[config.mk]
export PLATFORM = sky130hd
export DESIGN_NAME = arcc_timer
export DESIGN_NICKNAME = d
export VERILOG_FILES = /design/src/core/arcc_pkg.sv /design/src/core/arcc_timer.sv
export VERILOG_INCLUDE_DIRS = /design/src /design/src/core
export SDC_FILE = /design/constraint.sdc
export NUM_CORES = 1
export LEC_CHECK = 0
export ABC_AREA = 1
export BUFFER_PORTS_ARGS = -buffer_cell sky130_fd_sc_hd__buf_4
export CAP_MARGIN = 10
export CORE_ASPECT_RATIO = 1.5
export CORE_MARGIN = 2
export CORE_UTILIZATION = 23
export CTS_CLUSTER_DIAMETER = 30
export CTS_CLUSTER_SIZE = 8
export DETAILED_ROUTE_END_ITERATION = 8
export GPL_ROUTABILITY_DRIVEN = 0
export SETUP_SLACK_MARGIN = 0.15
export SYNTH_ARGS = -nofsm -noshare
export SYNTH_HDL_FRONTEND = slang
export SYNTH_SLANG_ARGS = --single-unit
[constraint.sdc]
create_clock -name clk -period 2.4 [get_ports clk]
set_input_delay 0.24 -clock clk [delete_from_list [all_inputs] [get_ports clk]]
set_output_delay 0.24 -clock clk [all_outputs]
set_load 0.02 [all_outputs]
[src/core/arcc_defs.svh]
// Constants for the autoreload timer capture/compare block
`ifndef ARCC_DEFS_SVH
`define ARCC_DEFS_SVH
// ==========================================================
// Register offsets (own map)
`define ARCC_A_CTRL     5'h00
`define ARCC_A_CTRL2    5'h01
`define ARCC_A_RLD1     5'h02
`define ARCC_A_RLD2     5'h03
`define ARCC_A_DUTY0    5'h04
`define ARCC_A_CAPT     5'h08
`define ARCC_A_CNT1     5'h09
`define ARCC_A_CNT2     5'h0A
`define ARCC_A_SS       5'h0B
`define ARCC_A_FLAGS    5'h0C
// ==========================================================
// Field positions
`define ARCC_B_CAPIE    0
`define ARCC_B_COMPARE_IRQ_ENABLE    1
`define ARCC_B_CK       2
`define ARCC_B_CNT2EN   4
`define ARCC_B_SRC      5
`define ARCC_B_TRAN1    0
`define ARCC_B_TRAN2    1
`define ARCC_B_FORCED_OVERFLOW_ONE   2
`define ARCC_B_FORCED_OVERFLOW_TWO   3
`define ARCC_B_SSEN     0
`define ARCC_B_SSEDGE   1
`define ARCC_B_POL2     2
`define ARCC_B_POL3     3
// ==========================================================
// Values
`define ARCC_CK_LITE    2'h1
`define ARCC_CNT_MAX    12'hFFF
`define ARCC_CNT_ZERO   12'h000
`define ARCC_SS_DLY     2'h2
`endif

[src/core/arcc_pkg.sv]
// Types for the autoreload timer capture/compare block
package arcc_pkg;
   typedef struct packed {
      logic       capt_flag;
      logic [3:0] cmp_flag;
      logic       overflow_flag_two;
   } arcc_flags_t;
   typedef enum logic [1:0] {
      ARCC_SS_IDLE = 2'b00,
      ARCC_SS_WAIT = 2'b01,
      ARCC_SS_PULS = 2'b10
   } arcc_ss_t;
endpackage

[src/core/arcc_timer.sv]
// Autoreload timer capture, compare, single-shot and forced overflow
// Function
// - Counter one matching active duty sets compare flag, interrupt if enabled.
// - Single mode: counter one vs four channels; dual: channels split by counter.
// - Zero active duty value never produces a compare event.
// - Preload duty copies to active only at overflow with transfer enabled.
// - Capture edge latches counter one, sets capture flag, interrupt if enabled.
// - Reading capture value clears flag; writes cannot change the flag.
// - New capture edges ignored while capture flag set.
// - Lite tick clocks counter one; source select routes lite capture pin.
// - Single-shot only in dual mode, on counter two, edge polarity selectable.
// - Active edge clears counter two, output three high until duty match.
// - Without edge, counter two reloads at reload value, output high again.
// - Output two follows single-shot using channel 2 duty.
// - Single-shot enable and edge take effect immediately.
// - Polarity of outputs two and three updates at overflow with transfer.
// - Output three priority: break, edge shot, force, shot, normal PWM.
// - Counter two reset in single-shot raises overflow interrupt.
// - Break resets counter two; in single-shot mode it also resets duty 2 and 3 and reload two.
// - Forced overflow loads FFFh, then counter continues from reload, or from zero for counter two in single-shot; bit clears.
// - Halt stops the counter.
//
// Implementation choices: strobed register access and the placing of the registers.
`include "arcc_defs.svh"
`timescale 1ns/100ps
`default_nettype none
module arcc_timer
   import arcc_pkg::*;
#(
   parameter int W = 12
) (
   // Clock and reset
   input  wire logic        clk,
   input  wire logic        nrst,
   // Register port
   input  wire logic [4:0]  addr,
   input  wire logic [15:0] wdata,
   input  wire logic        wr,
   input  wire logic        rd,
   output logic      [15:0] rdata,
   // Counter clock ticks
   input  wire logic        tick_cpu,
   input  wire logic        tick_fast,
   input  wire logic        tick_lite,
   // Pins and system
   input  wire logic        capture_pin,
   input  wire logic        lite_capture_pin,
   input  wire logic        brk_one,
   input  wire logic        brk_two,
   input  wire logic        halt,
   // Outputs
   output logic             pwm_out_two,
   output logic             pwm_out_three,
   output logic             cmp_irq,
   output logic             capt_irq,
   output logic             overflow_flag_two_irq
);
   // ==========================================================
   // Registers
   logic [1:0]   counter_clock_select;
   logic         capture_irq_enable, compare_irq_enable;
   logic         second_counter_enable, capture_source_select;
   logic [1:0]   transfer_enable;
   logic         forced_overflow_one, forced_overflow_two;
   logic         single_shot_enable, single_shot_edge;
   logic [3:2]   output_polarity, pol_act;
   logic [W-1:0] reload_value_one, reload_value_two;
   logic [W-1:0] counter_one, counter_two, capture_value_reg;
   logic [W-1:0] duty_pre [4];
   logic [W-1:0] duty_act [4];
   arcc_flags_t  flg;
   logic [2:0]   cap_sy, lit_sy;
   logic         cap_lv, lit_lv;
   arcc_ss_t     ss_st;
   logic [1:0]   ss_dly;
   logic         pend_shot;

   function automatic logic wr_at(input logic [4:0] a);
      return wr && addr == a;
   endfunction
   function automatic logic hit(input logic [W-1:0] c, input logic [W-1:0] d);
      return d != `ARCC_CNT_ZERO && c == d;
   endfunction

   // ==========================================================
   // Counter clocks and events
   logic tick1, tick2, ovf1, overflow_flag_two, ss_mode, shot_rst, cap_edge, lit_edge, ss_edge;
   always_comb begin
      unique case (counter_clock_select)
         2'b00: tick1 = 1'b0;
         2'b01: tick1 = tick_lite;
         2'b10: tick1 = tick_cpu;
         2'b11: tick1 = tick_fast;
      endcase
      tick1 = tick1 && !halt;
   end
   // Counter two freezes in break, so a cleared reload cannot spin overflows
   assign tick2    = tick1 && second_counter_enable && !brk_two;
   assign ss_mode  = single_shot_enable && second_counter_enable;
   assign ovf1     = tick1 && counter_one == `ARCC_CNT_MAX;
   assign shot_rst = tick2 && ss_mode && pend_shot && ss_dly == `ARCC_SS_DLY;
   assign overflow_flag_two     = tick2 && (counter_two == `ARCC_CNT_MAX
                     || (ss_mode && counter_two == reload_value_two) || shot_rst);
   // three-stage sync, second and third agree
   always_ff @(posedge clk or negedge nrst) begin
      if (!nrst) begin
         cap_sy <= 3'h0;
         lit_sy <= 3'h0;
         cap_lv <= 1'b0;
         lit_lv <= 1'b0;
      end else begin
         cap_sy <= {cap_sy[1:0], capture_pin};
         lit_sy <= {lit_sy[1:0], lite_capture_pin};
         if (cap_sy[2] == cap_sy[1]) cap_lv <= cap_sy[2];
         if (lit_sy[2] == lit_sy[1]) lit_lv <= lit_sy[2];
      end
   end
   logic src_nx, lit_nx;
   assign src_nx  = cap_sy[2] == cap_sy[1] ? cap_sy[2] : cap_lv;
   assign cap_edge = src_nx != cap_lv;
   assign lit_nx  = lit_sy[2] == lit_sy[1] ? lit_sy[2] : lit_lv;
   assign lit_edge = lit_nx != lit_lv;
   assign ss_edge  = lit_edge && (lit_nx == single_shot_edge);
   logic capt_ev;
   assign capt_ev = capture_source_select ? lit_edge : cap_edge;

   // ==========================================================
   // Counter one and forced overflow one
   always_ff @(posedge clk or negedge nrst) begin
      if (!nrst) begin
         counter_one         <= `ARCC_CNT_ZERO;
         forced_overflow_one <= 1'b0;
      end else if (brk_one) begin
         counter_one <= `ARCC_CNT_ZERO;
      end else begin
         if (wr_at(`ARCC_A_CTRL2) && wdata[`ARCC_B_FORCED_OVERFLOW_ONE]) begin
            forced_overflow_one <= 1'b1;
            counter_one         <= `ARCC_CNT_MAX;
         end else if (ovf1) begin
            counter_one         <= reload_value_one;
            forced_overflow_one <= 1'b0;
         end else if (tick1) begin
            counter_one <= counter_one + 1'b1;
         end
      end
   end

   // ==========================================================
   // Counter two, single-shot sequencing
   always_ff @(posedge clk or negedge nrst) begin
      if (!nrst) begin
         counter_two         <= `ARCC_CNT_ZERO;
         forced_overflow_two <= 1'b0;
         pend_shot           <= 1'b0;
         ss_dly              <= 2'h0;
         ss_st               <= ARCC_SS_IDLE;
      end else if (brk_two) begin
         counter_two <= `ARCC_CNT_ZERO;
         pend_shot   <= 1'b0;
         ss_st       <= ARCC_SS_IDLE;
      end else begin
         if (ss_mode && ss_edge && ss_st != ARCC_SS_PULS && !pend_shot) begin
            pend_shot <= 1'b1;
            ss_dly    <= 2'h0;
         end else if (pend_shot && tick2 && ss_dly != `ARCC_SS_DLY) begin
            ss_dly <= ss_dly + 2'h1;
         end
         if (!ss_mode) pend_shot <= 1'b0;
         if (shot_rst) begin
            counter_two <= `ARCC_CNT_ZERO;
            pend_shot   <= 1'b0;
            ss_st       <= ARCC_SS_PULS;
         end else if (wr_at(`ARCC_A_CTRL2) && wdata[`ARCC_B_FORCED_OVERFLOW_TWO]) begin
            forced_overflow_two <= 1'b1;
            counter_two         <= `ARCC_CNT_MAX;
         end else if (overflow_flag_two) begin
            counter_two         <= ss_mode ? `ARCC_CNT_ZERO : reload_value_two;
            forced_overflow_two <= 1'b0;
            ss_st               <= ss_mode ? ARCC_SS_WAIT : ARCC_SS_IDLE;
         end else if (tick2) begin
            counter_two <= counter_two + 1'b1;
            if (hit(counter_two, duty_act[3])) ss_st <= ARCC_SS_IDLE;
         end
      end
   end

   // ==========================================================
   // Duty, reload and polarity transfer
   always_ff @(posedge clk or negedge nrst) begin
      if (!nrst) begin
         for (int i = 0; i < 4; i++) begin
            duty_pre[i] <= `ARCC_CNT_ZERO;
            duty_act[i] <= `ARCC_CNT_ZERO;
         end
         reload_value_one <= `ARCC_CNT_ZERO;
         reload_value_two <= `ARCC_CNT_ZERO;
         pol_act          <= 2'h0;
      end else begin
         for (int i = 0; i < 4; i++) begin
            if (wr_at(5'(`ARCC_A_DUTY0 + i))) duty_pre[i] <= wdata[W-1:0];
            if (i < 2 || !second_counter_enable) begin
               if (ovf1 && transfer_enable[0]) duty_act[i] <= duty_pre[i];
            end else if (overflow_flag_two && transfer_enable[1]) begin
               duty_act[i] <= duty_pre[i];
            end
         end
         if (overflow_flag_two && transfer_enable[1]) pol_act <= output_polarity;
         if (wr_at(`ARCC_A_RLD1)) reload_value_one <= wdata[W-1:0];
         if (wr_at(`ARCC_A_RLD2)) reload_value_two <= wdata[W-1:0];
         if (brk_two && ss_mode) begin
            reload_value_two <= `ARCC_CNT_ZERO;
            for (int i = 2; i < 4; i++) begin
               duty_pre[i] <= `ARCC_CNT_ZERO;
               duty_act[i] <= `ARCC_CNT_ZERO;
            end
         end
      end
   end

   // ==========================================================
   // Control registers
   always_ff @(posedge clk or negedge nrst) begin
      if (!nrst) begin
         counter_clock_select  <= 2'h0;
         capture_irq_enable    <= 1'b0;
         compare_irq_enable    <= 1'b0;
         second_counter_enable <= 1'b0;
         capture_source_select <= 1'b0;
         transfer_enable       <= 2'h3;
         single_shot_enable    <= 1'b0;
         single_shot_edge      <= 1'b0;
         output_polarity       <= 2'h0;
      end else begin
         if (wr_at(`ARCC_A_CTRL)) begin
            capture_irq_enable    <= wdata[`ARCC_B_CAPIE];
            compare_irq_enable    <= wdata[`ARCC_B_COMPARE_IRQ_ENABLE];
            counter_clock_select  <= wdata[`ARCC_B_CK +: 2];
            second_counter_enable <= wdata[`ARCC_B_CNT2EN];
            capture_source_select <= wdata[`ARCC_B_SRC];
         end
         if (wr_at(`ARCC_A_CTRL2)) transfer_enable <= wdata[`ARCC_B_TRAN1 +: 2];
         if (wr_at(`ARCC_A_SS)) begin
            single_shot_enable <= wdata[`ARCC_B_SSEN];
            single_shot_edge   <= wdata[`ARCC_B_SSEDGE];
            output_polarity    <= wdata[`ARCC_B_POL2 +: 2];
         end
      end
   end

   // ==========================================================
   // Capture, compare and overflow flags
   logic [3:0] cmp_hit;
   always_comb begin
      for (int i = 0; i < 4; i++) begin
         cmp_hit[i] = (i < 2 || !second_counter_enable)
                      ? tick1 && hit(counter_one, duty_act[i])
                      : tick2 && hit(counter_two, duty_act[i]);
      end
   end
   always_ff @(posedge clk or negedge nrst) begin
      if (!nrst) begin
         flg               <= '0;
         capture_value_reg <= `ARCC_CNT_ZERO;
      end else begin
         if (rd && addr == `ARCC_A_CAPT) flg.capt_flag <= 1'b0;
         if (capt_ev && !flg.capt_flag) begin
            flg.capt_flag     <= 1'b1;
            capture_value_reg <= counter_one;
         end
         if (rd && addr == `ARCC_A_FLAGS) begin
            flg.cmp_flag <= cmp_hit;
            flg.overflow_flag_two     <= overflow_flag_two;
         end else begin
            flg.cmp_flag <= flg.cmp_flag | cmp_hit;
            flg.overflow_flag_two     <= flg.overflow_flag_two | overflow_flag_two;
         end
      end
   end

   // ==========================================================
   // Outputs two and three
   logic next_p2, next_p3;
   always_comb begin
      next_p2 = pwm_out_two ^ pol_act[2];
      next_p3 = pwm_out_three ^ pol_act[3];
      if (brk_two) begin
         next_p2 = 1'b0;
         next_p3 = 1'b0;
      end else if (shot_rst) begin
         next_p2 = 1'b1;
         next_p3 = 1'b1;
      end else if (overflow_flag_two) begin
         next_p2 = 1'b1;
         next_p3 = 1'b1;
      end else if (tick2) begin
         if (hit(counter_two, duty_act[2])) next_p2 = 1'b0;
         if (hit(counter_two, duty_act[3])) next_p3 = 1'b0;
      end
   end
   always_ff @(posedge clk or negedge nrst) begin
      if (!nrst) begin
         pwm_out_two   <= 1'b0;
         pwm_out_three <= 1'b0;
         cmp_irq       <= 1'b0;
         capt_irq      <= 1'b0;
         overflow_flag_two_irq      <= 1'b0;
         rdata         <= 16'h0000;
      end else begin
         // Break level is fixed low whatever the polarity setting
         pwm_out_two   <= brk_two ? 1'b0 : next_p2 ^ pol_act[2];
         pwm_out_three <= brk_two ? 1'b0 : next_p3 ^ pol_act[3];
         cmp_irq       <= compare_irq_enable && |flg.cmp_flag;
         capt_irq      <= capture_irq_enable && flg.capt_flag;
         overflow_flag_two_irq      <= flg.overflow_flag_two;
         rdata         <= 16'h0000;
         if (rd) begin
            unique case (addr)
               `ARCC_A_CTRL:  rdata <= 16'({capture_source_select, second_counter_enable,
                                counter_clock_select, compare_irq_enable, capture_irq_enable});
               `ARCC_A_CTRL2: rdata <= 16'({forced_overflow_two, forced_overflow_one, transfer_enable});
               `ARCC_A_RLD1:  rdata <= 16'(reload_value_one);
               `ARCC_A_RLD2:  rdata <= 16'(reload_value_two);
               `ARCC_A_CAPT:  rdata <= 16'(capture_value_reg);
               `ARCC_A_CNT1:  rdata <= 16'(counter_one);
               `ARCC_A_CNT2:  rdata <= 16'(counter_two);
               `ARCC_A_SS:    rdata <= 16'({output_polarity, single_shot_edge, single_shot_enable});
               `ARCC_A_FLAGS: rdata <= 16'(flg);
               default:       rdata <= (addr[4:2] == 3'h1) ? 16'(duty_pre[addr[1:0]]) : 16'h0000;
            endcase
         end
      end
   end

   // ==========================================================
   // Checks
   a_capt_hold: assert property (@(posedge clk) disable iff (!nrst)
      flg.capt_flag && !(rd && addr == `ARCC_A_CAPT) |=> $stable(capture_value_reg))
      else $error("capture value changed while flag set");
   a_capt_clear: assert property (@(posedge clk) disable iff (!nrst)
      rd && addr == `ARCC_A_CAPT && !capt_ev |=> !flg.capt_flag)
      else $error("capture flag not cleared by read");
   a_halt_stop: assert property (@(posedge clk) disable iff (!nrst)
      halt && !wr && !brk_one |=> $stable(counter_one))
      else $error("counter moved in halt");
   a_force_load: assert property (@(posedge clk) disable iff (!nrst)
      wr_at(`ARCC_A_CTRL2) && wdata[`ARCC_B_FORCED_OVERFLOW_ONE] && !brk_one |=> counter_one == `ARCC_CNT_MAX)
      else $error("forced overflow did not load max");
   a_shot_reset: assert property (@(posedge clk) disable iff (!nrst)
      shot_rst && !brk_two && !wr |=> counter_two == `ARCC_CNT_ZERO && flg.overflow_flag_two)
      else $error("single-shot reset missing");
   a_brk_low: assert property (@(posedge clk) disable iff (!nrst)
      brk_two |=> !pwm_out_two && !pwm_out_three)
      else $error("outputs not low in break");
   a_cmp_flag: assert property (@(posedge clk) disable iff (!nrst)
      tick1 && duty_act[0] != `ARCC_CNT_ZERO && counter_one == duty_act[0] |=> flg.cmp_flag[0])
      else $error("compare flag not set on match");
   a_force_clear: assert property (@(posedge clk) disable iff (!nrst)
      ovf1 && !brk_one && !(wr_at(`ARCC_A_CTRL2) && wdata[`ARCC_B_FORCED_OVERFLOW_ONE]) |=> !forced_overflow_one)
      else $error("forced overflow bit not cleared");
   a_shot_high: assert property (@(posedge clk) disable iff (!nrst)
      shot_rst && !brk_two |=> pwm_out_three == !$past(pol_act[3]))
      else $error("output three not raised by shot");
   a_cap_pulse: assert property (@(posedge clk) disable iff (!nrst)
      cap_edge |=> !cap_edge)
      else $error("capture edge longer than one cycle");
   a_lite_pulse: assert property (@(posedge clk) disable iff (!nrst)
      lit_edge |=> !lit_edge)
      else $error("lite edge longer than one cycle");
endmodule
`default_nettype wire

# After elaboration in Yosys (flattened, before gate mapping)
# Cells that the tools add are included.
dict set report totals {
  elab_cells 234
  register_bits 212
  in_bits 33
  output_inout_bits 21
}
dict set report classes {
  n_eq_ne 36
  n_lt_le_gt_ge 1
  add_sub_neg 3
  reduce_logical 77
  n_bitwise 10
  muxes 66
}
# operator n
set op_table {}
lappend op_table {{12-bit two-way mux} 24}
lappend op_table {{12-bit one-hot mux with 9 select lines} 1}
lappend op_table {{12-bit == test} 7}
lappend op_table {{24-bit two-way mux} 2}
lappend op_table {{12-bit nonzero test} 4}
lappend op_table {{1-bit logical AND} 47}
lappend op_table {{1-bit two-way mux} 28}
lappend op_table {{5-bit by 4-bit == test with 1-bit output (second input constant)} 5}
lappend op_table {{12-bit by 1-bit adder with 12-bit output (second input constant)} 2}
lappend op_table {{12-bit binary-select mux with 2-bit select} 1}
lappend op_table {{12-bit == test (second input constant)} 2}
lappend op_table {{5-bit by 3-bit == test with 1-bit output (second input constant)} 4}
lappend op_table {{2-bit two-way mux} 8}
lappend op_table {{2-bit nonzero test} 7}
lappend op_table {{4-bit nonzero test} 3}
lappend op_table {{5-bit by 2-bit == test with 1-bit output (second input constant)} 2}
lappend op_table {{2-bit == test (second input constant)} 3}
lappend op_table {{2-bit AND reduction} 3}
lappend op_table {{3-bit AND reduction} 2}
lappend op_table {{5-bit by 1-bit == test with 1-bit output (second input constant)} 1}
lappend op_table {{5-bit zero test} 1}
lappend op_table {{5-bit two-way mux} 1}
lappend op_table {{5-bit nonzero test} 1}
lappend op_table {{1-bit zero test} 4}
lappend op_table {{other kinds (20)} 30}

# Longest topological paths before layout
# Gate-level depths: netlist of run 1.
dict set report logic_depth {
  ltp_word 15
  ltp_mapped 17
}

# Least setup slack after synthesis of run 1
# No wires, ideal clock.
dict set report synth_path {
  path_type {flip-flop to flip-flop}
  from {register counter_two[1]}
  to {register duty_act[10] in the netlist's numbering}
  stages_incl_launch_ff 14
  n_path_buf 1
  setup_slack_ns 0.487
  t_required_ns 2.283
  period_less_slack_ns 1.913
  arrival_time_ns 1.796
  setup_time_ns 0.117
  cell_sequence {dfrtp_1 ha_1 nand3_1 nor3_4 nand4_1 nand2_2 nand2_4 nand2_1 nand2_2 nand2_4 nand2_4 buf_6 nand2_1 nand2_1}
}
dict set report synth_via {
  elab_chain_len 8
}
# item line
set synth_rtl {}
lappend synth_rtl {{start: declaration} arcc_timer.sv:68} ;# logic [W-1:0] counter_one, counter_two, capture_value_reg;
lappend synth_rtl {{start signal: assignment} arcc_timer.sv:152} ;# counter_two <= `ARCC_CNT_ZERO;
lappend synth_rtl {{start signal: assignment} arcc_timer.sv:158} ;# counter_two <= `ARCC_CNT_ZERO;
lappend synth_rtl {{start signal: assignment} arcc_timer.sv:170} ;# counter_two <= `ARCC_CNT_ZERO;
lappend synth_rtl {{12-bit == test} arcc_timer.sv:103} ;# || (ss_mode && counter_two == reload_value_two) || shot_rst);
lappend synth_rtl {{1-bit logical AND} arcc_timer.sv:103}
lappend synth_rtl {{1-bit logical OR (*) (2 in a row)} arcc_timer.sv:102} ;# assign overflow_flag_two = tick2 && (counter_two == `ARCC_CNT_MAX
lappend synth_rtl {{1-bit logical AND (*)} arcc_timer.sv:102}
lappend synth_rtl {{1-bit logical AND (*)} arcc_timer.sv:203} ;# end else if (overflow_flag_two && transfer_enable[1]) begin
lappend synth_rtl {{3-bit by 1-bit != test with 1-bit output (no source line) (*)} -}
lappend synth_rtl {{2-bit AND reduction (no source line) (*)} -}
lappend synth_rtl {{end signal: indexed assignment} arcc_timer.sv:202} ;# if (ovf1 && transfer_enable[0]) duty_act[i] <= duty_pre[i];
lappend synth_rtl {{end signal: indexed assignment} arcc_timer.sv:204} ;# duty_act[i] <= duty_pre[i];
lappend synth_rtl {{end signal: indexed assignment} arcc_timer.sv:214} ;# duty_act[i] <= `ARCC_CNT_ZERO;
lappend synth_rtl {{end: declaration} arcc_timer.sv:70} ;# logic [W-1:0] duty_act [4];
# Mark *: on every way between the ends. The rest lies on a longest branch, timed or not.
# A chain may end at the register's enable or synchronous reset.

# Final worst setup path of run 1
dict set report layout_path {
  from {register counter_two[4]}
  to {register duty_act[5] in the netlist's numbering}
}
# Same word-level chain as after synthesis.

==> impl_metrics.yaml, run 1 <==
sta:
  clock.fmax_mhz: 476.3
  post-route-period-util_pct: 87.48
  drv_slew: 0
  rsz0062_at_grt: "true"
  finClkSkew_ns: 0.01356
  finalCriticalPeriod_ns: 2.100
  setup_tns_ns: 0
  hold_violations: 0
  relSlewSlack_pct: 50.84
  setup_violations: 0
  worst_pin_slew_ns: 0.7279
worst_setup_path:
  crit_path_end_kind: "flip-flop"
  cp_max_fo: 24
  cp.arrival_ns: 2.50
  crit_end: "duty_act[5]"
  crit_start: "counter_two[4]"
  cpMostUsedCell: "nand2_1"
  critPathKind: "reg2reg"
  critPathSlowestCell: "dfrtp_1"
  r2r_slack_ns: 0.30
  r2r-end: "duty_act[5]"
  rr_startpoint: "counter_two[4]"
  crit_path_max_incr_delay_ns: 0.48
  r2r_cells: 11
  required_ns: 2.80
  crit_chain: "inv_1, nor3_4, nand4_1, nand2_2, nand2_4, nand2_1, nand2_2, nand2_4, nand2_8, nand2_1, nand2_1"
  worstSetupStartpointType: "flip-flop"
routing:
  vias: 10490
  vias_per_cell: 4.733
  drt-wirelength-per-cell_um: 18.05
  antenna_left: 0
  remaining_drc_errors: 0
  wl_um: 39990
  dr.pass1.iters: 7
  drt_iter0_markers: 893
clock_tree:
  cts.sinks: 208
  cts_tree: "yes"
  path_clk_slew_ns: 0.05
  clk-insertion-delay-late_ns: 0.53
  cts_max_level: 2
  clock-root-buffer: "clkbuf_16"
  cts_buffers: 37
  cts_buffer_depth: 3
synth:
  netlist_area_sq_um: 11210
  netlist_instances: 1449
  synthFlopType: "dfrtp_1"
  yosys.area.top_type: "dfrtp_1"
  yosys_warnings: 0
  syn_area_per_cell_sq_um: 7.737
  ys_ff_latch: 208
  async_reset_ff_share_pct: 100.0
  ys_top_cells_by_area: "dfrtp_1, nand2_1, o21ai_0"
  synth_edf_count: 0
  yosysTopAreaCellShare_pct: 45.98
  yosysUniqueCellTypes: 52
  yosysSeqAreaShare_pct: 46.45
power_and_ir_drop:
  pwr-share-clk_pct: 42.0
  power.leakage_nw: 6.979
  power_w: 0.01278
  peakVddDrop_mv: 0.4343
  seqPwrFrac_pct: 37.5
  power.share.combinational_pct: 20.5
  switching_power_w: 0.004104
  powerDensity_nw_per_um2: 916.7
  intPower_w: 0.008674
  swShare_pct: 32.12
layout:
  post-route-util_pct: 28.78
  syn2layout_area_growth_pct: 24.34
  fin_area_sq_um: 13940
  layout-drive-gt1-share_pct: 13.08
  multiInputGateArea_sq_um: 5059
  finalNetCount: 1574
  final_common_cell: "nand2_1"
  num-fill-cells: 5169
  largestRegisters: "duty_act (48), duty_pre (48)"
  n_antenna_cell: 0
  mostFrequentLayoutCells: "nand2_1, dfrtp_1, inv_1, o21ai_0, buf_4"
  regArea_sq_um: 5211
die:
  design.core.area_sq_um: 48430
  num_rows: 99
  start_util_pct: 23.15
  die_h_um: 274.4
  ioPinCount: 54
  dieArea_sq_um: 50560
  die_x_um: 184.3
global_route:
  grt_pass1_vias: 10730
  grt_max_degree: 63
  grtUsageTotal_pct: 16.07
  grt_pass1_wl_um: 61620
  grt_overflow: 0
  antenna_found_initial: 0
outcome:
  status: "completed"
min_path:
  hp-class: "in2reg"
placement:
  io_buffers: 45
  dp_hpwl_um: 30840
  placed_area_sq_um: 12610
job:
  cap_violations: 0
[critical path, delay by kind of cell (launching register included)]
kind | cells | cell delay [ns]
flops | 1 | 0.48
buf+inv | 1 | 0.21
simple gates | 10 | 1.27
[how the worst min path moves through the flow]
stage | startpoint | end | slack, ns | cells past startpoint
global route | rd | rdata[5] | 0.04 | 3
detailed placement | nrst | rdata[9] | 0.23 | 1
floorplan | nrst | cap_lv | -0.06 | 0
global placement | nrst | rdata[9] | 0.23 | 1
CTS | rd | rdata[5] | 0.01 | 3
finish | rd | rdata[5] | 0.02 | 3
[power groups by stage]
| stage | Clock (W) | Sequential [W] | Combinational (W) |
|---|---|---|---|
| after floorplan | 0 | 0.00458 | 0.00167 |
| after global placement | 0 | 0.00481 | 0.00247 |
| after detailed placement | 0 | 0.00482 | 0.00254 |
| after CTS | 0.00545 | 0.00477 | 0.00256 |
| after global routing | 0.00561 | 0.00483 | 0.00292 |
| final | 0.00537 | 0.00479 | 0.00263 |
[synthesized netlist by cell type (all sizes together) (3+ instances only)]
cell type and count:
a221oi 3, dfrtp 206, o2111ai 5, ha 3, nor4 16, nor3 10
nor2 75, a211oi 3, nand3 94, xor2 46, xnor2 30, a22o 9
inv 168, a22oi 6, o21ai 169, nand4 32, buf 28, clkbuf 43
a21oi 21, o22ai 19, o211ai 7, nand2 435
[metal layers]
layer / share of wire (%) / global-route usage [%] / up-vias
met5: 0 / 0 / -
met4: 8.8 / 13.60 / 0
met3: 5.1 / 2.072 / 187
met2: 51 / 28.27 / 458
met1: 35 / 16.96 / 4964
li1: - / - / 4879
[through the flow]
stage	hold slack, ns	worst slack (ns)	instances
after floorplan	-0.05559	0.4873	1452
after global placement	0.2308	0.05910	2150
after detailed placement	0.2339	0.1083	2150
after CTS	0.01425	0.2730	2215
after global routing	0.03635	0.1444	2216
final	0.01795	0.3004	2216
[layout make-up]
class                      count  share of cell area (%)
tap                          656                   5.888
sequential                   208                   37.38
timing repair buffer         118                   6.867
clock buffer                  51                   7.683
clock inverter                10                   1.302
inverter                     170                   4.587
multi-input combinational   1003                   36.29
[repair_timing]
action	in CTS	in global routing
resized for setup	0	9
hold endpoints to repair	61	0
buffers inserted	0	1
hold buffers	4	0
endpoints found under the setup margin	0	28
[cell families (layout without fill, tap and decap cells)]
| kind of cell | Yosys count | count (layout) | share of synthesized area, % |
|---|---|---|---|
| and+or+nand+nor | 666 | 666 | 25.66 |
| DFF | 208 | 208 | 46.45 |
| buffers and inverters | 241 | 349 | 8.728 |
| xor gates and xnor gates | 76 | 76 | 5.938 |
| other | 1 | 4 | 0.03345 |
| AOI/OAI and AO/OA | 253 | 253 | 12.77 |
| adders and majority gates | 4 | 4 | 0.4241 |
(Power assumes the default switching activity.)
==> inputs of run 2 (changes only) <==
- CORE_ASPECT_RATIO: 1.5 -> 0.6
- clock period: 2.4 -> 1.7 ns (I/O delays scaled with it)
==> run 2 against run 1 <==
The flow now finishes with violations (negative setup slack). Combinational power up 97%. Wire length up 19%. Setup slack worse by 0.67 ns. Via count up 13%. Cell count up 7.3%. Core utilization up 6.5 points. Die area about the same. Sequential power up 47%. Critical path depth unchanged. First-iteration DRC count up 82%. Global-route usage up 1.9 points. Clock power up 41%. Critical endpoint is now counter_one[8].
==> impl_metrics.yaml, run 2 (same netlist as run 1, synthesis figures left out) <==
sta:
  setup_tns_ns: -16.66
  setup_violations: 84
  drv_slew: 0
  finalCriticalPeriod_ns: 2.073
  worst_slack_ns: -0.3732
  clock.fmax_mhz: 482.3
  worst_pin_slew_ns: 0.6820
  relSlewSlack_pct: 54.53
  hold_violations: 0
  finClkSkew_ns: 0.01369
  post-route-period-util_pct: 122.0
  rsz0062_at_grt: "true"
routing:
  drt-wirelength-per-cell_um: 19.98
  vias_per_cell: 4.969
  vias: 11820
  dr.pass1.iters: 6
  drt_iter0_markers: 1626
  wl_um: 47520
  antenna_left: 0
  remaining_drc_errors: 0
placement:
  io_buffers: 45
  dp_hpwl_um: 34400
global_route:
  grt_pass1_wl_um: 68170
  grt_max_degree: 58
  grt_pass1_vias: 11060
  antenna_found_initial: 2
  grt_overflow: 0
  grtUsageTotal_pct: 17.97
power_and_ir_drop:
  power.leakage_nw: 8.391
  peakVddDrop_mv: 0.6378
  powerDensity_nw_per_um2: 1172
clock_tree:
  clock-root-buffer: "clkbuf_16"
  cts_max_level: 2
  cts_tree: "yes"
  cts.sinks: 208
  path_clk_slew_ns: 0.05
  clk-insertion-delay-late_ns: 0.53
  cts_buffers: 38
  cts_buffer_depth: 3
worst_setup_path:
  cp_max_fo: 2
  crit_family: "simple AND/OR/NAND/NOR gates"
  r2r_slack_ns: -0.37
  crit_chain: "ha_4, nand3_4, nor2_4, nand4_4, buf_4, buf_6, nor3_4, nand4_1, o21ai_1, nand2_1, nand2_1"
  cp.arrival_ns: 2.53
  worst-path-buf-inv: 2
  required_ns: 2.16
  critPathSlowestCell: "dfrtp_1"
  crit_path_end_kind: "flip-flop"
  critPathKind: "reg2reg"
  worstSetupStartpointType: "flip-flop"
  crit_path_max_incr_delay_ns: 0.41
  cpMostUsedCell: "nand2_1"
layout:
  syn2layout_area_growth_pct: 50.90
  final_common_cell: "nand2_1"
  post-route-util_pct: 35.29
  largestRegisters: "duty_act (48), duty_pre (48)"
  layout-drive-gt1-share_pct: 32.47
  finalNetCount: 1751
  mostFrequentLayoutCells: "nand2_1, buf_4, dfrtp_1, inv_1, o21ai_0"
min_path:
  hp-class: "in2reg"
job:
  cap_violations: 0
die:
  die_h_um: 175.0
  ioPinCount: 54
  dieArea_sq_um: 50580
  design.core.area_sq_um: 47940
  start_util_pct: 23.38
  die_x_um: 289.0
  num_rows: 62
outcome:
  status: "finished, violations left"
  violations: "negative setup slack"
run 2: changes by cell type in the layout (fill, tap and decap cells not counted), sizes merged:
cell,delta
dlygate4sd3,+6
clkinvlp,+6
clkbuf,+7
nand2,+1
inv,-6
buf,+162
diode,+1
clkinv,+2
bufinv,-1
run 2: path summary, 6_finish.rpt:
kind | start | endpoint | cells past startpoint
max | counter_one[0] | counter_one[8] | 11
min | wdata[4] | reload_value_two[4] | 5
max reg2reg | counter_one[0] | counter_one[8] | 11
min reg2reg | cap_sy[0] | cap_sy[1] | 0
max in group asynchronous | nrst | duty_act[5] | 3
min in group asynchronous | nrst | duty_pre[26] | 2
run 2: metal layers:
layer | global-route usage, % | share of wire (%) | vias up
met1 | 27.44 | 45 | 5773
met5 | 0 | 0 | -
li1 | - | - | 5257
met3 | 7.977 | 16 | 82
met4 | 4.059 | 1.6 | 0
met2 | 22.37 | 38 | 704
run 2: worst min-delay path, delay by kind of cell:
kind,cells,cell delay (ns)
AO/OA/AOI/OAI,1,0.05
buffers and inverters,2,0.18
AND/OR/NAND/NOR,2,0.12
run 2: power by group:
group / total, W / switching (W) / internal, W / leakage (nW)
Sequential: 0.00706 / 0.00125 / 0.00581 / 2.74
Combinational: 0.00519 / 0.00300 / 0.00218 / 5.05
Clock: 0.00758 / 0.00264 / 0.00494 / 0.596
run 2: area by class of cell:
cell class	instances	area, sq um
Multi-Input combinational cell	1004	6093
Inverter	170	716.9
Clock buffer	51	1061
Timing Repair Buffer	293	2859
Sequential cell	208	5213
Clock inverter	11	171.4
Antenna cell	1	2.502
Tap cell	640	800.8
Fill cell	4855	31020
run 2: per-stage QoR:
stage          setup slack [ns]  hold slack [ns]  cells  total power, W  area, sq um
6_report                -0.3732          0.02132   2378         0.01983        16920
3_3_place_gp            -0.3667          0.07342   2253         0.01112        13650
4_1_cts                 -0.2225         0.005755   2346         0.01916        15660
2_1_floorplan           -0.1625          -0.1256   1452        0.008849        11330
5_1_grt                 -0.4368          0.02516   2377         0.02061        16920
3_5_place_dp            -0.4169          0.07699   2253         0.01123        13650
run 2: timing repair:
item,in CTS,in global routing
cloned,5,9
pin swaps,40,61
hold buffers,10,0
gates resized for setup,102,274
setup buffers,16,22
setup endpoints to repair,134,141
hold endpoints to repair,225,0
==> inputs of run 3 (changes only) <==
- REMOVE_ABC_BUFFERS: unset -> 1
==> run 3 against run 2 <==
The run still ends with negative setup slack left. Total power grew 2.7%. Count of clock-buffer cells in the layout down 2. Via count grew 0.58%. Highest routed layer unchanged. Clock power up 1%. Wire length increased by 1.3%. Critical path depth up 2. Hold slack worse by 0.020 ns.
==> impl_metrics.yaml, run 3 (same netlist as run 1, synthesis figures left out) <==
routing:
  drt_iter0_markers: 1476
  dr.pass1.iters: 8
  remaining_drc_errors: 0
  vias_per_cell: 4.944
  vias: 11890
  wl_um: 48120
  drt-wirelength-per-cell_um: 20.02
  antenna_left: 0
power_and_ir_drop:
  peakVddDrop_mv: 0.5956
  power.leakage_nw: 8.599
  powerDensity_nw_per_um2: 1169
  power_w: 0.02037
worst_setup_path:
  crit_path_max_incr_delay_ns: 0.42
  crit_end: "duty_act[16]"
  cpMostUsedCell: "nand2_8"
  r2r_cells: 13
  rr_startpoint: "counter_one[1]"
  critPathKind: "reg2reg"
  crit_start: "counter_one[1]"
  cp_max_fo: 6
  crit_chain: "ha_4, nand3_4, nor2_4, nand4_4, nor3_4, nand2_8, inv_8, nand2_8, nand2_8, buf_12, nand2_8, nand2_2, nand2_1"
  crit_path_end_kind: "flip-flop"
  cp.arrival_ns: 2.48
  r2r_slack_ns: -0.38
  worstSetupStartpointType: "flip-flop"
  r2r-end: "duty_act[16]"
  critPathSlowestCell: "dfrtp_1"
  required_ns: 2.09
layout:
  layout-drive-gt1-share_pct: 37.87
  largestRegisters: "duty_act (48), duty_pre (48)"
  mostFrequentLayoutCells: "nand2_1, buf_4, dfrtp_1, inv_1, nand2_2"
  final_common_cell: "nand2_1"
  finalNetCount: 1780
  n_antenna_cell: 0
  syn2layout_area_growth_pct: 55.39
clock_tree:
  clock-root-buffer: "clkbuf_16"
  cts_tree: "yes"
  cts_buffer_depth: 3
  cts.sinks: 208
  clk-insertion-delay-late_ns: 0.53
  path_clk_slew_ns: 0.05
  cts_max_level: 2
  cts_buffers: 37
die:
  dieArea_sq_um: 50580
  die_h_um: 175.0
  ioPinCount: 54
  design.core.area_sq_um: 47940
  num_rows: 62
  die_x_um: 289.0
  start_util_pct: 23.38
sta:
  relSlewSlack_pct: 61.01
  hold_violations: 0
  drv_slew: 0
  clock.fmax_mhz: 480.4
  setup_tns_ns: -19.15
  worst_slack_ns: -0.3816
  finalCriticalPeriod_ns: 2.082
  rsz0062_at_grt: "true"
  finClkSkew_ns: 0.02441
  post-route-period-util_pct: 122.4
  setup_violations: 84
  worst_pin_slew_ns: 0.5848
global_route:
  grt_max_degree: 59
  grt_pass1_wl_um: 67690
  grt_overflow: 0
  antenna_found_initial: 0
  grtUsageTotal_pct: 17.82
  grt_pass1_vias: 10910
outcome:
  status: "finished, violations left"
  violations: "negative setup slack"
placement:
  pre_cts_ws_ns: -0.4077
  io_buffers: 45
  dp_hpwl_um: 34680
min_path:
  hp-class: "in2reg"
job:
  cap_violations: 0
-- run 3: cell count changes in the layout (fill, tap and decap cells not counted), sizes merged --
cell,change
clkinv,+1
clkinvlp,-4
nand2,+2
bufinv,+1
clkbuf,-2
inv,+2
buf,+27
diode,-1
-- run 3: worst max-delay path: cells and delay by family, from the launching register on --
| kind | cells | cell delay [ns] |
|---|---|---|
| and+or+nand+nor | 10 | 1.09 |
| buffers and inverters | 2 | 0.24 |
| adders and majority gates | 1 | 0.18 |
| DFF | 1 | 0.42 |
-- run 3: how the worst min path moves through the flow --
stage                  start                   to  slack, ns  cells after the start
global route        wdata[5]  reload_value_two[5]       0.01                      5
floorplan               nrst               cap_lv      -0.13                      0
finish              wdata[5]  reload_value_two[5]      0.001                      5
global placement        nrst             rdata[0]       0.07                      1
CTS                 wdata[6]         duty_pre[30]       0.02                      3
detailed placement      nrst             rdata[0]       0.07                      1
-- run 3: power by group --
group	total, W	internal, W	switching (W)
sequential	0.00686	0.00580	0.00105
combinational	0.00583	0.00245	0.00338
clock	0.00768	0.00513	0.00256
total	0.0204	0.0134	0.00699
-- run 3: cell type report --
cell class	instances	area, sq um
sequential	208	5209
inverter	170	699.4
tap	640	800.8
timing repair buffer	320	3123
clock buffer	49	1074
clock inverter	10	178.9
multi-input combinational	1006	6331
timing repair inverter	1	5.005
fill	4770	30520
-- run 3: stage by stage --
step | instance area, sq um | std cells | hold WS [ns] | util [%]
after global routing | 17420 | 2404 | 0.01390 | 36.34
after detailed placement | 13750 | 2265 | 0.07450 | 28.68
after floorplan | 10880 | 1381 | -0.1256 | -
final | 17420 | 2404 | 0.001310 | 36.34
after CTS | 15670 | 2358 | 0.02005 | 32.69
after global placement | 13750 | 2265 | 0.07255 | 28.68
-- run 3: routing by layer --
metal | vias up | track usage (%) | wire length, um
met1 | 5733 | 28.02 | 21890
li1 | 5331 | - | -
met5 | - | 0 | 0
met2 | 735 | 21.14 | 17590
met4 | 0 | 3.308 | 793
met3 | 86 | 8.381 | 7845
-- run 3: repair_timing --
action | in CTS | in global routing
pin swaps | 12 | 81
cloned | 5 | 10
gates resized for setup | 97 | 420
setup buffers | 19 | 37
endpoints found under the hold margin | 226 | 0
hold buffers | 10 | 0
setup endpoints to repair | 127 | 141
